**config.mk**
```make
export PLATFORM = sky130hd
export DESIGN_NAME = fcs_unit
export DESIGN_NICKNAME = d
export VERILOG_FILES = /design/src/rtl/fcs_pkg.sv /design/src/rtl/fcs_read_mux.sv /design/src/rtl/fcs_unit.sv
export VERILOG_INCLUDE_DIRS = /design/src /design/src/rtl
export SDC_FILE = /design/constraint.sdc
export NUM_CORES = 1
export LEC_CHECK = 0
export BUFFER_PORTS_ARGS = -buffer_cell sky130_fd_sc_hd__buf_2
export CORE_ASPECT_RATIO = 0.5
export CORE_MARGIN = 2
export CORE_UTILIZATION = 35
export DETAILED_ROUTE_END_ITERATION = 8
export HOLD_SLACK_MARGIN = 0.12
export MAX_ROUTING_LAYER = met4
export PLACE_DENSITY = 0.64
export SYNTH_ARGS = -nofsm -noshare
export SYNTH_HDL_FRONTEND = slang
export SYNTH_HIERARCHICAL = 1
export SYNTH_SLANG_ARGS = --single-unit
```
**constraint.sdc**
```tcl
create_clock -name i_mclk -period 2.1 [get_ports i_mclk]
set_input_delay 0.315 -clock i_mclk [delete_from_list [all_inputs] [get_ports i_mclk]]
set_output_delay 0.315 -clock i_mclk [all_outputs]
set_load 0.02 [all_outputs]
```
**src/rtl/fcs_map.svh**
```systemverilog
// constants for the flash command and status unit
`ifndef FCS_MAP_SVH
`define FCS_MAP_SVH
`define FCS_CMD_READ_ARRAY 8'hff
`define FCS_CMD_READ_IDENT 8'h90
`define FCS_CMD_READ_STATUS 8'h70
`define FCS_CMD_CLEAR_STATUS 8'h50
`define FCS_CMD_ERASE_SETUP 8'h20
`define FCS_CMD_CONFIRM 8'hd0
`define FCS_CMD_PROG_SETUP_A 8'h40
`define FCS_CMD_PROG_SETUP_B 8'h10
`define FCS_CMD_SUSPEND 8'hb0
`define FCS_BIT_READY 7
`define FCS_BIT_ERASE_PAUSED 6
`define FCS_BIT_ERASE_FAIL 5
`define FCS_BIT_PROG_FAIL 4
`define FCS_BIT_VPP_LOW 3
`define FCS_BIT_PROG_PAUSED 2
`define FCS_BIT_LOCK_ABORT 1
`define FCS_BIT_RESERVED 0
`define FCS_ERR_MASK 8'h3a
`define FCS_IDENT_MAKER_ADDR 1'h0
`define FCS_IDENT_MAKER 8'h5a
`define FCS_IDENT_DEVICE 8'ha5
`define FCS_CLR_MASK 8'h01
`endif

```
**src/rtl/fcs_pkg.sv**
```systemverilog
// types for the flash command and status unit
package fcs_pkg;
  typedef enum logic [1:0] {
    FCS_RD_ARRAY,
    FCS_RD_IDENT,
    FCS_RD_STATUS
  } fcs_read_e;
  typedef enum logic [1:0] {
    FCS_SEQ_IDLE,
    FCS_SEQ_ERASE,
    FCS_SEQ_PROG
  } fcs_seq_e;
  typedef enum logic [1:0] {
    FCS_OP_NONE,
    FCS_OP_ERASE,
    FCS_OP_PROG
  } fcs_op_e;
endpackage

```
**src/rtl/fcs_read_mux.sv**
```systemverilog
// read data selector for array, identifier and status reads
`timescale 1ns/100ps
`default_nettype none
`include "fcs_map.svh"
module fcs_read_mux (
  // clock and reset
  input wire logic i_mclk,
  input wire logic i_srst,
  // selection
  input wire fcs_pkg::fcs_read_e i_mode,
  input wire logic i_rd,
  input wire logic i_ident_address,
  input wire logic [7:0] i_array_data,
  input wire logic [7:0] i_status,
  // result
  output logic [7:0] o_rdata
);
  always_ff @(posedge i_mclk) begin
    if (i_srst) begin
      o_rdata <= 8'h00;
    end else if (i_rd) begin
      case (i_mode)
        fcs_pkg::FCS_RD_IDENT: begin
          o_rdata <= (i_ident_address == `FCS_IDENT_MAKER_ADDR) ?
            `FCS_IDENT_MAKER : `FCS_IDENT_DEVICE;
        end
        fcs_pkg::FCS_RD_STATUS: begin
          o_rdata <= i_status;
        end
        default: begin
          o_rdata <= i_array_data;
        end
      endcase
    end
  end
endmodule // fcs_read_mux
`default_nettype wire

```
**src/rtl/fcs_unit.sv**
```systemverilog
// command decoder and status register of a byte-wide flash
//
// Functional notes
// - low program voltage: reads still served, no program or erase starts
// - erase or program succeeds only with high program voltage present
// - 90h enters identifier mode; reads return maker or device code by address
// - 70h enters status mode; every read returns the status byte
// - FFh array read, 50h clears flags, B0h suspends, D0h resumes
// - erase is 20h then D0h in the block; starts only after confirm
// - 40h or 10h as first write sets up a byte program
// - second program write gives address and data; device programs it
// - erase or program on a locked block fails, array untouched, reported
// - status bit 7 is 0 while busy, 1 when ready
// - bits 6..0 meaningless while bit 7 is 0
// - status bit 6 is 1 while an erase is suspended
// - status bit 5 set when an erase fails
// - status bit 4 set when a program fails
// - bad erase sequence sets both bits 5 and 4
// - bit 3 records voltage low seen by an operation, not continuously
// - status bit 2 is 1 while a program is suspended
// - bit 1 set when lock bit or protect pin aborted an operation
// - bit 0 reserved, reads 0
// - after reset the decoder is in array-read mode
// - after an operation starts, reads return status until new command
// - array-read command ignored while an unsuspended operation runs
// - error flags set by refused commands and engine failures, cleared by clear-status or reset
`timescale 1ns/100ps
`default_nettype none
`include "fcs_map.svh"
module fcs_unit (
  // clock and reset
  input wire logic i_mclk,
  input wire logic i_srst,
  // host bus cycles
  input wire logic i_wr,
  input wire logic i_rd,
  input wire logic [21:0] i_addr,
  input wire logic [7:0] i_wdata,
  output logic [7:0] o_rdata,
  // array side
  input wire logic [7:0] i_array_data,
  input wire logic i_block_locked,
  input wire logic i_top_block_protect_n,
  input wire logic i_in_top_block,
  input wire logic i_write_protect_n,
  input wire logic i_prog_voltage_high_level,
  input wire logic i_prog_voltage_lockout_level,
  // write engine
  input wire logic i_engine_done,
  input wire logic i_engine_fail,
  input wire logic i_engine_paused,
  output logic o_start_erase,
  output logic o_start_prog,
  output logic [21:0] o_program_target_address,
  output logic [7:0] o_program_write_value,
  output logic o_suspend_req,
  output logic o_resume_req,
  output logic o_engine_ready_flag
);
  fcs_pkg::fcs_read_e read_mode_q;
  fcs_pkg::fcs_seq_e seq_q;
  fcs_pkg::fcs_op_e op_q;
  logic busy_q;
  logic erase_paused_q;
  logic program_paused_q;
  logic [7:0] err_q;
  logic [7:0] operation_status;
  logic protected_blk;
  logic cmd_prog_setup;
  logic running;

  function automatic logic is_prog_setup(input logic [7:0] d);
    is_prog_setup = (d == `FCS_CMD_PROG_SETUP_A) || (d == `FCS_CMD_PROG_SETUP_B);
  endfunction

  assign cmd_prog_setup = is_prog_setup(i_wdata);
  // pins sampled at the start; lock aborts, as does the top-block pin in the top block or the write-protect pin elsewhere
  assign protected_blk = i_block_locked ||
    (i_in_top_block ? !i_top_block_protect_n : !i_write_protect_n);
  assign running = busy_q && !erase_paused_q && !program_paused_q;

  // bit 0 reserved; bits 6..0 only meaningful once ready
  always_comb begin
    operation_status = err_q;
    operation_status[`FCS_BIT_READY] = !busy_q || erase_paused_q || program_paused_q;
    operation_status[`FCS_BIT_ERASE_PAUSED] = erase_paused_q;
    operation_status[`FCS_BIT_PROG_PAUSED] = program_paused_q;
  end

  // start conditions for a second write: D0h confirm for erase, any data byte for program
  logic go_erase;
  logic go_prog;
  logic start_ok;
  assign start_ok = !protected_blk && !i_prog_voltage_lockout_level &&
    i_prog_voltage_high_level;
  assign go_erase = i_wr && seq_q == fcs_pkg::FCS_SEQ_ERASE &&
    i_wdata == `FCS_CMD_CONFIRM && start_ok;
  assign go_prog = i_wr && seq_q == fcs_pkg::FCS_SEQ_PROG && start_ok;

  // two-write sequence tracking
  always_ff @(posedge i_mclk) begin
    if (i_srst) begin
      seq_q <= fcs_pkg::FCS_SEQ_IDLE;
    end else if (i_wr) begin
      if (seq_q != fcs_pkg::FCS_SEQ_IDLE) begin
        seq_q <= fcs_pkg::FCS_SEQ_IDLE;
      end else if (i_wdata == `FCS_CMD_ERASE_SETUP && !busy_q) begin
        // erase only from idle; a suspended erase accepts a program only
        seq_q <= fcs_pkg::FCS_SEQ_ERASE;
      end else if (cmd_prog_setup && (!busy_q || erase_paused_q)) begin
        seq_q <= fcs_pkg::FCS_SEQ_PROG;
      end
    end
  end

  // read mode selection
  always_ff @(posedge i_mclk) begin
    if (i_srst) begin
      read_mode_q <= fcs_pkg::FCS_RD_ARRAY;
    end else if (i_wr) begin
      if (seq_q != fcs_pkg::FCS_SEQ_IDLE) begin
        read_mode_q <= fcs_pkg::FCS_RD_STATUS;
      end else begin
        case (i_wdata)
          `FCS_CMD_READ_ARRAY: begin
            if (!running) begin
              read_mode_q <= fcs_pkg::FCS_RD_ARRAY;
            end
          end
          `FCS_CMD_READ_IDENT: begin
            read_mode_q <= fcs_pkg::FCS_RD_IDENT;
          end
          `FCS_CMD_READ_STATUS, `FCS_CMD_SUSPEND, `FCS_CMD_CONFIRM: begin
            read_mode_q <= fcs_pkg::FCS_RD_STATUS;
          end
          default: begin
            read_mode_q <= read_mode_q;
          end
        endcase
      end
    end
  end

  // engine busy, operation kind and suspend states
  always_ff @(posedge i_mclk) begin
    if (i_srst) begin
      busy_q <= 1'b0;
      op_q <= fcs_pkg::FCS_OP_NONE;
      erase_paused_q <= 1'b0;
      program_paused_q <= 1'b0;
    end else begin
      if (go_erase || go_prog) begin
        busy_q <= 1'b1;
        op_q <= go_erase ? fcs_pkg::FCS_OP_ERASE : fcs_pkg::FCS_OP_PROG;
      end else if (i_engine_done && !i_engine_paused) begin
        busy_q <= 1'b0;
        op_q <= fcs_pkg::FCS_OP_NONE;
      end
      if (busy_q && i_engine_paused) begin
        erase_paused_q <= op_q == fcs_pkg::FCS_OP_ERASE;
        program_paused_q <= op_q == fcs_pkg::FCS_OP_PROG;
      end else if (!i_engine_paused) begin
        erase_paused_q <= 1'b0;
        program_paused_q <= 1'b0;
      end
    end
  end

  // error flags: set by refused commands and engine failures, clear by 50h; set wins
  logic [7:0] err_set;
  logic bad_confirm;
  logic attempt;
  assign bad_confirm = i_wr && seq_q == fcs_pkg::FCS_SEQ_ERASE &&
    i_wdata != `FCS_CMD_CONFIRM;
  assign attempt = i_wr && ((seq_q == fcs_pkg::FCS_SEQ_ERASE &&
    i_wdata == `FCS_CMD_CONFIRM) || seq_q == fcs_pkg::FCS_SEQ_PROG);
  always_comb begin
    err_set = 8'h00;
    if (bad_confirm) begin
      err_set[`FCS_BIT_ERASE_FAIL] = 1'b1;
      err_set[`FCS_BIT_PROG_FAIL] = 1'b1;
    end
    if (attempt && !start_ok) begin
      err_set[`FCS_BIT_LOCK_ABORT] = protected_blk;
      err_set[`FCS_BIT_VPP_LOW] = i_prog_voltage_lockout_level ||
        !i_prog_voltage_high_level;
      err_set[(seq_q == fcs_pkg::FCS_SEQ_ERASE) ? `FCS_BIT_ERASE_FAIL :
        `FCS_BIT_PROG_FAIL] = 1'b1;
    end
    if (busy_q && i_engine_done && i_engine_fail) begin
      err_set[(op_q == fcs_pkg::FCS_OP_ERASE) ? `FCS_BIT_ERASE_FAIL :
        `FCS_BIT_PROG_FAIL] = 1'b1;
    end
  end

  always_ff @(posedge i_mclk) begin
    if (i_srst) begin
      err_q <= 8'h00;
    end else if (i_wr && seq_q == fcs_pkg::FCS_SEQ_IDLE &&
        i_wdata == `FCS_CMD_CLEAR_STATUS) begin
      err_q <= (err_set & `FCS_ERR_MASK);
    end else begin
      err_q <= (err_q | err_set) & `FCS_ERR_MASK;
    end
  end

  // engine requests, all registered
  always_ff @(posedge i_mclk) begin
    if (i_srst) begin
      o_start_erase <= 1'b0;
      o_start_prog <= 1'b0;
      o_suspend_req <= 1'b0;
      o_resume_req <= 1'b0;
      o_program_target_address <= 22'h000000;
      o_program_write_value <= 8'h00;
      o_engine_ready_flag <= 1'b1;
    end else begin
      o_start_erase <= go_erase;
      o_start_prog <= go_prog;
      o_suspend_req <= i_wr && seq_q == fcs_pkg::FCS_SEQ_IDLE &&
        i_wdata == `FCS_CMD_SUSPEND && running;
      o_resume_req <= i_wr && seq_q == fcs_pkg::FCS_SEQ_IDLE &&
        i_wdata == `FCS_CMD_CONFIRM && (erase_paused_q || program_paused_q);
      if (go_erase || go_prog) begin
        o_program_target_address <= i_addr;
        o_program_write_value <= i_wdata;
      end
      o_engine_ready_flag <= operation_status[`FCS_BIT_READY];
    end
  end

  fcs_read_mux u_mux (
    .i_mclk(i_mclk),
    .i_srst(i_srst),
    .i_mode(read_mode_q),
    .i_rd(i_rd),
    .i_ident_address(i_addr[0]),
    .i_array_data(i_array_data),
    .i_status(operation_status),
    .o_rdata(o_rdata)
  );

  // no start may issue under lockout voltage
  no_start_lowv_a: assert property (@(posedge i_mclk) disable iff (i_srst)
    (i_wr && i_prog_voltage_lockout_level) |=> !o_start_erase && !o_start_prog)
    else $error("start issued at low voltage");
  start_needs_high_a: assert property (@(posedge i_mclk) disable iff (i_srst)
    $rose(o_start_prog) |-> $past(i_prog_voltage_high_level))
    else $error("program started without high voltage");
  ident_read_a: assert property (@(posedge i_mclk) disable iff (i_srst)
    (i_rd && read_mode_q == fcs_pkg::FCS_RD_IDENT && !i_addr[0]) |=>
    o_rdata == `FCS_IDENT_MAKER)
    else $error("maker code wrong");
  ident_device_a: assert property (@(posedge i_mclk) disable iff (i_srst)
    (i_rd && read_mode_q == fcs_pkg::FCS_RD_IDENT && i_addr[0]) |=>
    o_rdata == `FCS_IDENT_DEVICE)
    else $error("device code wrong");
  status_read_a: assert property (@(posedge i_mclk) disable iff (i_srst)
    (i_rd && read_mode_q == fcs_pkg::FCS_RD_STATUS) |=>
    o_rdata == $past(operation_status))
    else $error("status read wrong");
  ready_bit_a: assert property (@(posedge i_mclk) disable iff (i_srst)
    o_start_erase |-> !operation_status[`FCS_BIT_READY])
    else $error("ready while erase started");
  erase_busy_a: assert property (@(posedge i_mclk) disable iff (i_srst)
    o_start_erase |=> !o_engine_ready_flag)
    else $error("ready flag high after erase start");
  reserved_zero_a: assert property (@(posedge i_mclk) disable iff (i_srst)
    (i_rd && read_mode_q == fcs_pkg::FCS_RD_STATUS) |=> !o_rdata[`FCS_BIT_RESERVED])
    else $error("reserved bit set");
  reset_state_a: assert property (@(posedge i_mclk)
    i_srst |=> read_mode_q == fcs_pkg::FCS_RD_ARRAY && o_engine_ready_flag && err_q == 8'h00)
    else $error("reset state wrong");
  bad_confirm_a: assert property (@(posedge i_mclk) disable iff (i_srst)
    bad_confirm |=> err_q[`FCS_BIT_ERASE_FAIL] && err_q[`FCS_BIT_PROG_FAIL] &&
    read_mode_q == fcs_pkg::FCS_RD_STATUS && !o_start_erase)
    else $error("bad confirm not flagged");
  no_array_busy_a: assert property (@(posedge i_mclk) disable iff (i_srst)
    (running && read_mode_q == fcs_pkg::FCS_RD_STATUS) |=>
    read_mode_q != fcs_pkg::FCS_RD_ARRAY)
    else $error("array mode while busy");
  err_hold_a: assert property (@(posedge i_mclk) disable iff (i_srst)
    (err_q[`FCS_BIT_LOCK_ABORT] && !(i_wr && i_wdata == `FCS_CMD_CLEAR_STATUS)) |=>
    err_q[`FCS_BIT_LOCK_ABORT])
    else $error("error flag lost");
  prog_latch_a: assert property (@(posedge i_mclk) disable iff (i_srst)
    o_start_prog |-> o_program_write_value == $past(i_wdata) &&
    o_program_target_address == $past(i_addr))
    else $error("program target not latched");
  prog_fail_a: assert property (@(posedge i_mclk) disable iff (i_srst)
    (busy_q && i_engine_done && i_engine_fail && op_q == fcs_pkg::FCS_OP_PROG) |=>
    err_q[`FCS_BIT_PROG_FAIL])
    else $error("program failure not flagged");
  lock_abort_a: assert property (@(posedge i_mclk) disable iff (i_srst)
    (i_wr && seq_q == fcs_pkg::FCS_SEQ_PROG && protected_blk) |=>
    !o_start_prog && err_q[`FCS_BIT_LOCK_ABORT] && err_q[`FCS_BIT_PROG_FAIL])
    else $error("locked program not refused");
  resume_req_a: assert property (@(posedge i_mclk) disable iff (i_srst)
    (i_wr && seq_q == fcs_pkg::FCS_SEQ_IDLE && i_wdata == `FCS_CMD_CONFIRM &&
    erase_paused_q) |=> o_resume_req)
    else $error("resume not requested");
endmodule // fcs_unit
`default_nettype wire

```
==> results by group, run 1 <==
Outcome
  • Status: completed

GRT
  • Global-route usage over all layers: 15.2%
  • Initial antenna violation count: 0
  • Global-route wire length before repair: a little under 10 mm
  • Vias in the first global route: 2099
  • Grt total ovfl: 0
  • Largest net degree at the start of global routing: 37

Placed design
  • Post-place setup slack: approximately 0.14 ns
  • # port buffers: 93
  • Detailed placement HPWL: 4.38 mm
  • Placed instance area: ~0.0032 sq mm
  • RD Place Congestion: 0.782
  • Placed insts: approximately 470

Yosys
  • Mapped cell area: 0.00262 sq mm
  • Synth Area in XOR/XNOR: less than 1%
  • Synth Area in Adders: 0.956%
  • Warnings, synthesis: 6
  • Top FF cell, synth: dfxtp_1
  • Synth Area in Simple Gates: 27.6%
  • Async S/R FF share, synth: 0%
  • Avg Cell Area, Syn: 8.73 sq um
  • Compound-Gate Fraction of Synth Area: 9.80%
  • Number of synthesized register bits: 56
  • Largest family of logic cells by synthesized area: simple AND/OR/NAND/NOR gates
  • Synth Instances: 300
  • Post-Syn Nets: 353
  • Sequential cell area fraction in the yosys report: 42.8%
  • Unique masters post-synth: 47
  • Multiplexer share of the synthesized area: 12.7%
  • Post-synth EDFFs: 0

Job
  • Max cap viols: 0

Clock tree
  • Clock sinks: 56
  • CTS-repair resized insts: 0
  • Longest Clk Path Bufs: 2
  • CTS buffer count: 5
  • Clock root cell: clkbuf_16
  • Clk pin slew, worst setup/hold paths: ~0.070 ns
  • Skew-Pair Late Insertion Delay: roughly 0.29 ns
  • CTS Hold Bufs: 0
  • H-tree Lvls: 2
  • CTS tree: built
  • # Post-CTS Setup Buffers: 0

Timing
  • Setup TNS: 0 ns
  • Final hold slack: 0.264 ns
  • RSZ-0062 raised after global routing: false
  • Least-Margin Pin Slew: 0.559 ns
  • Hold Violations, Final: 0
  • Fmax: ~0.57 GHz
  • Fin Clk Skew: 0.00570 ns
  • Fin crit share: a little over four fifths
  • Max Transition Viols Final: 0
  • Min Tclk post-route: 1.75 ns
  • Relative slew slack: 62.7%
  • Final setup fails: 0
  • Final setup margin: 0.346 ns

Die
  • Core area: between 0.007 and 0.008 sq mm
  • Site Rows: 22
  • Chip width: 126 um
  • Die Y: 65.2 um
  • Starting density of the core: 35.9%
  • Die area: between 0.008 and 0.009 sq mm
  • Num ports: 94

Final layout
  • Share of cells above drive strength 1: a little under a third
  • Most common cell after layout, fill and taps aside: buf_2
  • Commonest cells after routing, fill and taps aside: 93 x buf_2, 65 x nand2_1, 56 x dfxtp_1
  • Final Core Density: approximately 45%
  • # diodes: 0
  • Fillers: around 730
  • Final Cell Area: 0.00331 sq mm
  • Synth-to-Final Area Change: 26.6%
  • Post-route insts no fill: roughly 480
  • Layout Nets: about 440

Worst setup path
  • Reg2reg start: seq_q[0]$_SDFFE_PP0P_
  • Reg2Reg Setup Slack: 0.35 ns
  • Crit path max fanout: 6
  • Worst Path Required: 2.27 ns
  • Arrival time worst endpoint: 1.93 ns
  • Worst reg2reg path depth: 4
  • Crit path launch type: flop
  • WS Path Type: reg2reg
  • Setup crit end kind: flop
  • Reg-to-reg endpoint: err_q[4]$_SDFF_PP0_

Worst hold path
  • Worst min-delay path endpoint: o_program_target_address[11]$_SDFFE_PP0P_
  • Worst hold path class: in2reg
  • WHS Path Cells: 3
  • Worst hold start: i_addr[11]

Route
  • Vias: 2331
  • Pre-Repair DR Iteration Count: 4
  • Initial DRC Count: 107
  • Routed Antenna Nets: 0
  • WL/cell: roughly 12 um
  • Avg Vias per Cell: 4.88
  • Final WL: 5.94 mm
  • Post-route DRC violation count: 0

Power
  • LEAKAGE: 1.40 nW
  • Power per cell area: 641 mW/mm^2
  • Overall Power: 2.12 mW
  • Peak VDD IR: approximately 0.00030 V
[cells in the mapped netlist (3+ instances only)]
cell type  instances  area share, %
a211oi_1           4            1.1
a21oi_1            5           0.96
a221oi_1           4            1.3
a31oi_1            3           0.72
buf_1              3           0.43
buf_2              6            1.1
buf_6              3            1.3
clkbuf_1          12            1.7
dfxtp_1           56             43
inv_1              5           0.72
mux2i_1           32             12
nand2_1           65            9.3
nand2b_1           5            1.2
nand3_1            6            1.1
nand3b_1          12            3.4
nand4_1            4           0.96
nor2_1             9            1.3
nor2b_1            5            1.2
nor3_1            13            2.5
nor4_1             4           0.96
o21ai_0           10            1.9
or3b_2             3            1.0
[registers in the layout, indices dropped and copies added (netlist names)]
register and flops:
read_mode_q 2, o_start_prog 1, o_start_erase 1, o_program_write_value 8, seq_q 2, busy_q 1
o_suspend_req 1, u_mux/o_rdata 8, o_resume_req 1, o_program_target_address 22, o_engine_ready_flag 1, op_q 2
erase_paused_q 1, err_q 4, program_paused_q 1
[final cells by class]
| type | count | area, sq um | area share (%) |
|---|---|---|---|
| repair buffers | 99 | 536 | 16.2 |
| clock buffers | 7 | 153 | 4.61 |
| multi-input cells | 215 | 1370 | 41.2 |
| flip-flops and latches | 56 | 1120 | 33.8 |
| inverters | 5 | 18.8 | 0.566 |
| well taps | 96 | 120 | 3.63 |
[worst max-delay path, cell delays in order (launching register included)]
cell	delay [ns]
dfxtp_1	0.35
or3b_2	0.53
or4_4	0.53
a21oi_2	0.16
a31oi_1	0.08
[power breakdown]
part	switching (mW)	internal, mW
sequential	0.00534	1.07
combinational	0.110	0.0835
clock	0.350	0.501
total	0.465	1.66
[worst max path at each step]
stage	cells after the start	endpoint	from
final	4	err_q[4]$_SDFF_PP0_	seq_q[0]$_SDFFE_PP0P_
after global routing	4	err_q[3]$_SDFF_PP0_	seq_q[0]$_SDFFE_PP0P_
after CTS	4	err_q[4]$_SDFF_PP0_	seq_q[0]$_SDFFE_PP0P_
after detailed placement	5	err_q[4]$_SDFF_PP0_	i_wdata[0]
after global placement	5	err_q[4]$_SDFF_PP0_	i_wdata[0]
after floorplan	5	err_q[4]$_SDFF_PP0_	i_wdata[0]
[logic make-up (layout without fill, tap and decap cells)]
kind of cell	Yosys count	count (layout)
simple gates	140	140
xor+xnor	2	2
other cells	1	1
buf+inv	29	111
compound gates	37	37
mux	33	33
fa+ha+maj	2	2
flops	56	56
[per-layer routing]
metal  GRT usage (%)  wire, um  up-vias
met4            3.71        48        0
met2            23.9      2650       56
met3            3.58       261        7
met5               -         0        -
met1            20.0      2990     1060
li1                -         -     1208
Note: power is estimated with default switching activity, not from simulation.
==> run 2, diff against run 1 <==
PLACE_DENSITY = 0.66   (was 0.64)
clock period = 1.5 ns   (was 2.1 ns; I/O delays follow)
==> run 2 against run 1 <==
Worst setup slack got worse by 0.38 ns. Worst hold slack got worse by 0.10 ns. Clock power increased by 36%. Critical endpoint unchanged. Register-to-register slack got worse by 0.38 ns. Clock skew decreased by 0.0018 ns. The run now ends with setup timing left. Combinational power increased by 58%. First-iteration DRC count decreased by 6.5%.
==> results by group, run 2 (synthesis results as in run 1) <==
Final layout
  • Regs by FF count: o_program_target_address: 22 flops, o_program_write_value: 8 flops, u_mux/o_rdata: 8 flops (unchanged)
  • # diodes: 0 (unchanged)
  • Share of cells above drive strength 1: 39.0% (was 30.9%)
  • Commonest cells after routing, fill and taps aside: 93 x buf_2, 65 x nand2_1, 54 x dfxtp_1 (was 93 x buf_2, 65 x nand2_1, 56 x dfxtp_1)
  • Synth-to-Final Area Change: 40.8% (was 26.6%)
  • Max FFs per register: 22 (unchanged)
  • Most common cell after layout, fill and taps aside: buf_2 (unchanged)
  • Largest Register: o_program_target_address (unchanged)
  • Final Core Density: 50.5% (was 45.4%)
  • Layout Nets: 467 (was 435)
  • Post-route insts no fill: 511 (was 478)

Placed design
  • Placed insts: 495 (was 471)
  • Detailed placement HPWL: 4.67 mm (was 4.38 mm)
  • # port buffers: 93 (unchanged)
  • RD Place Congestion: 0.851 (was 0.782)

Worst setup path
  • Setup crit end kind: flop (unchanged)
  • Reg2Reg Setup Slack: -0.03 ns (was 0.35 ns)
  • WS Path Type: reg2reg (unchanged)
  • Arrival time worst endpoint: 1.71 ns (was 1.93 ns)
  • Worst Path Required: 1.68 ns (was 2.27 ns)
  • Crit path launch type: flop (unchanged)
  • Crit path max fanout: 4 (was 6)

Die
  • Site Rows: 22 (unchanged)
  • Die area: 0.00823 sq mm (unchanged)
  • Num ports: 94 (unchanged)
  • Starting density of the core: 35.9% (unchanged)
  • Core area: 0.00729 sq mm (unchanged)
  • Chip width: 126 um (unchanged)
  • Die Y: 65.2 um (unchanged)

Route
  • Vias: 2437 (was 2331)
  • Routed Antenna Nets: 0 (unchanged)
  • Final WL: 6.58 mm (was 5.94 mm)
  • Pre-Repair DR Iteration Count: 4 (unchanged)
  • Post-route DRC violation count: 0 (unchanged)
  • Initial DRC Count: 100 (was 107)
  • Avg Vias per Cell: 4.77 (was 4.88)
  • WL/cell: 12.9 um (was 12.4 um)

Clock tree
  • Clock sinks: 56 (unchanged)
  • Longest Clk Path Bufs: 2 (unchanged)
  • CTS buffer count: 5 (unchanged)
  • Clk pin slew, worst setup/hold paths: 0.07 ns (about the same)
  • Clock root cell: clkbuf_16 (unchanged)
  • Skew-Pair Late Insertion Delay: 0.29 ns (about the same)
  • H-tree Lvls: 2 (unchanged)
  • CTS tree: built (unchanged)

Timing
  • Fin Clk Skew: 0.00391 ns (was 0.00570 ns)
  • Min Tclk post-route: 1.53 ns (was 1.75 ns)
  • RSZ-0062 raised after global routing: true (was false)
  • Max Transition Viols Final: 0 (unchanged)
  • Hold Violations, Final: 0 (unchanged)
  • Fmax: 0.653 GHz (was 0.570 GHz)
  • Final setup margin: -0.0309 ns (was 0.346 ns)
  • Fin crit share: 102% (was 83.5%)
  • Setup TNS: -0.0351 ns (was 0 ns)
  • Final setup fails: 2 (was 0)

GRT
  • Global-route wire length before repair: 10.4 mm (was 9.85 mm)
  • Vias in the first global route: 2206 (was 2099)
  • Grt total ovfl: 0 (unchanged)
  • Largest net degree at the start of global routing: 46 (was 37)
  • Initial antenna violation count: 0 (unchanged)
  • Global-route usage over all layers: 16.1% (was 15.2%)

Power
  • Clock power share: 39.1% (was 40.1%)
  • LEAKAGE: 1.58 nW (was 1.40 nW)
  • Peak VDD IR: 0.000433 V (was 0.000304 V)
  • Register share of total power: 50.7% (was 50.8%)
  • Psw: 0.707 mW (was 0.465 mW)
  • Comb pwr share: 10.3% (was 9.1%)
  • Power per cell area: 807 mW/mm^2 (was 641 mW/mm^2)
  • Int Pwr: 2.27 mW (was 1.66 mW)
  • Switch share: 23.8% (was 21.9%)

Worst hold path
  • Worst hold path class: in2reg (unchanged)

Outcome
  • Status: finished, violations left (was completed)
  • Failing checks: setup timing

Job
  • Max cap viols: 0 (unchanged)
## run 2: critical path: stages, from the launching register on
cell and delay (ns):
dfxtp_1 0.32, or3b_4 0.41, or4_4 0.47, a21oi_2 0.14, a31oi_1 0.07
## run 2: path summary, 6_finish.rpt
check	cells past startpoint	end	from
setup reg to reg	4	err_q[4]$_SDFF_PP0_	seq_q[0]$_SDFFE_PP0P_
hold reg to reg	2	o_program_target_address[13]$_SDFFE_PP0P_	o_program_target_address[13]$_SDFFE_PP0P_
setup / recovery	4	err_q[4]$_SDFF_PP0_	seq_q[0]$_SDFFE_PP0P_
hold / removal	3	o_program_target_address[16]$_SDFFE_PP0P_	i_addr[16]
## run 2: power groups by stage
| stage | Clock [mW] | Sequential [mW] | Combinational [mW] |
|---|---|---|---|
| floorplan | 0 | 1.56 | 0.137 |
| global placement | 0 | 1.54 | 0.293 |
| detailed placement | 0 | 1.54 | 0.293 |
| CTS | 1.21 | 1.51 | 0.299 |
| global route | 1.26 | 1.51 | 0.337 |
| finish | 1.16 | 1.51 | 0.305 |
## run 2: metal layers
metal / share of wire, % / GRT usage (%) / vias up
li1: - / - / 1268
met1: 49 / 20.7 / 1112
met2: 46 / 26.1 / 49
met3: 4.4 / 3.58 / 8
met4: 1.2 / 4.53 / 0
met5: 0 / - / -
## run 2: layout make-up
cell class / count / area [sq um]
timing repair buffer: 131 / 838
clock inverter: 2 / 16.3
inverter: 5 / 18.8
sequential: 56 / 1130
tap: 96 / 120
fill: 692 / 3610
multi-input combinational: 215 / 1440
clock buffer: 6 / 129
## run 2: per-stage QoR
step / setup WS (ns) / instance area [sq um] / hold WS (ns) / power, mW
3_5_place_dp: -0.225 / 3340 / 0.443 / 1.84
5_1_grt: -0.0860 / 3690 / 0.169 / 3.11
6_report: -0.0309 / 3690 / 0.164 / 2.97
2_1_floorplan: -0.127 / 2650 / 0.365 / 1.70
4_1_cts: -0.0270 / 3560 / 0.156 / 3.02
3_3_place_gp: -0.194 / 3340 / 0.441 / 1.84
## run 2: timing repair
item / in CTS / in global routing
gates resized for setup: 9 / 12
hold buffers: 0 / 0
cloned: 1 / 2
endpoints found under the setup margin: 34 / 36
buffers inserted: 1 / 4
pin swaps: 4 / 6
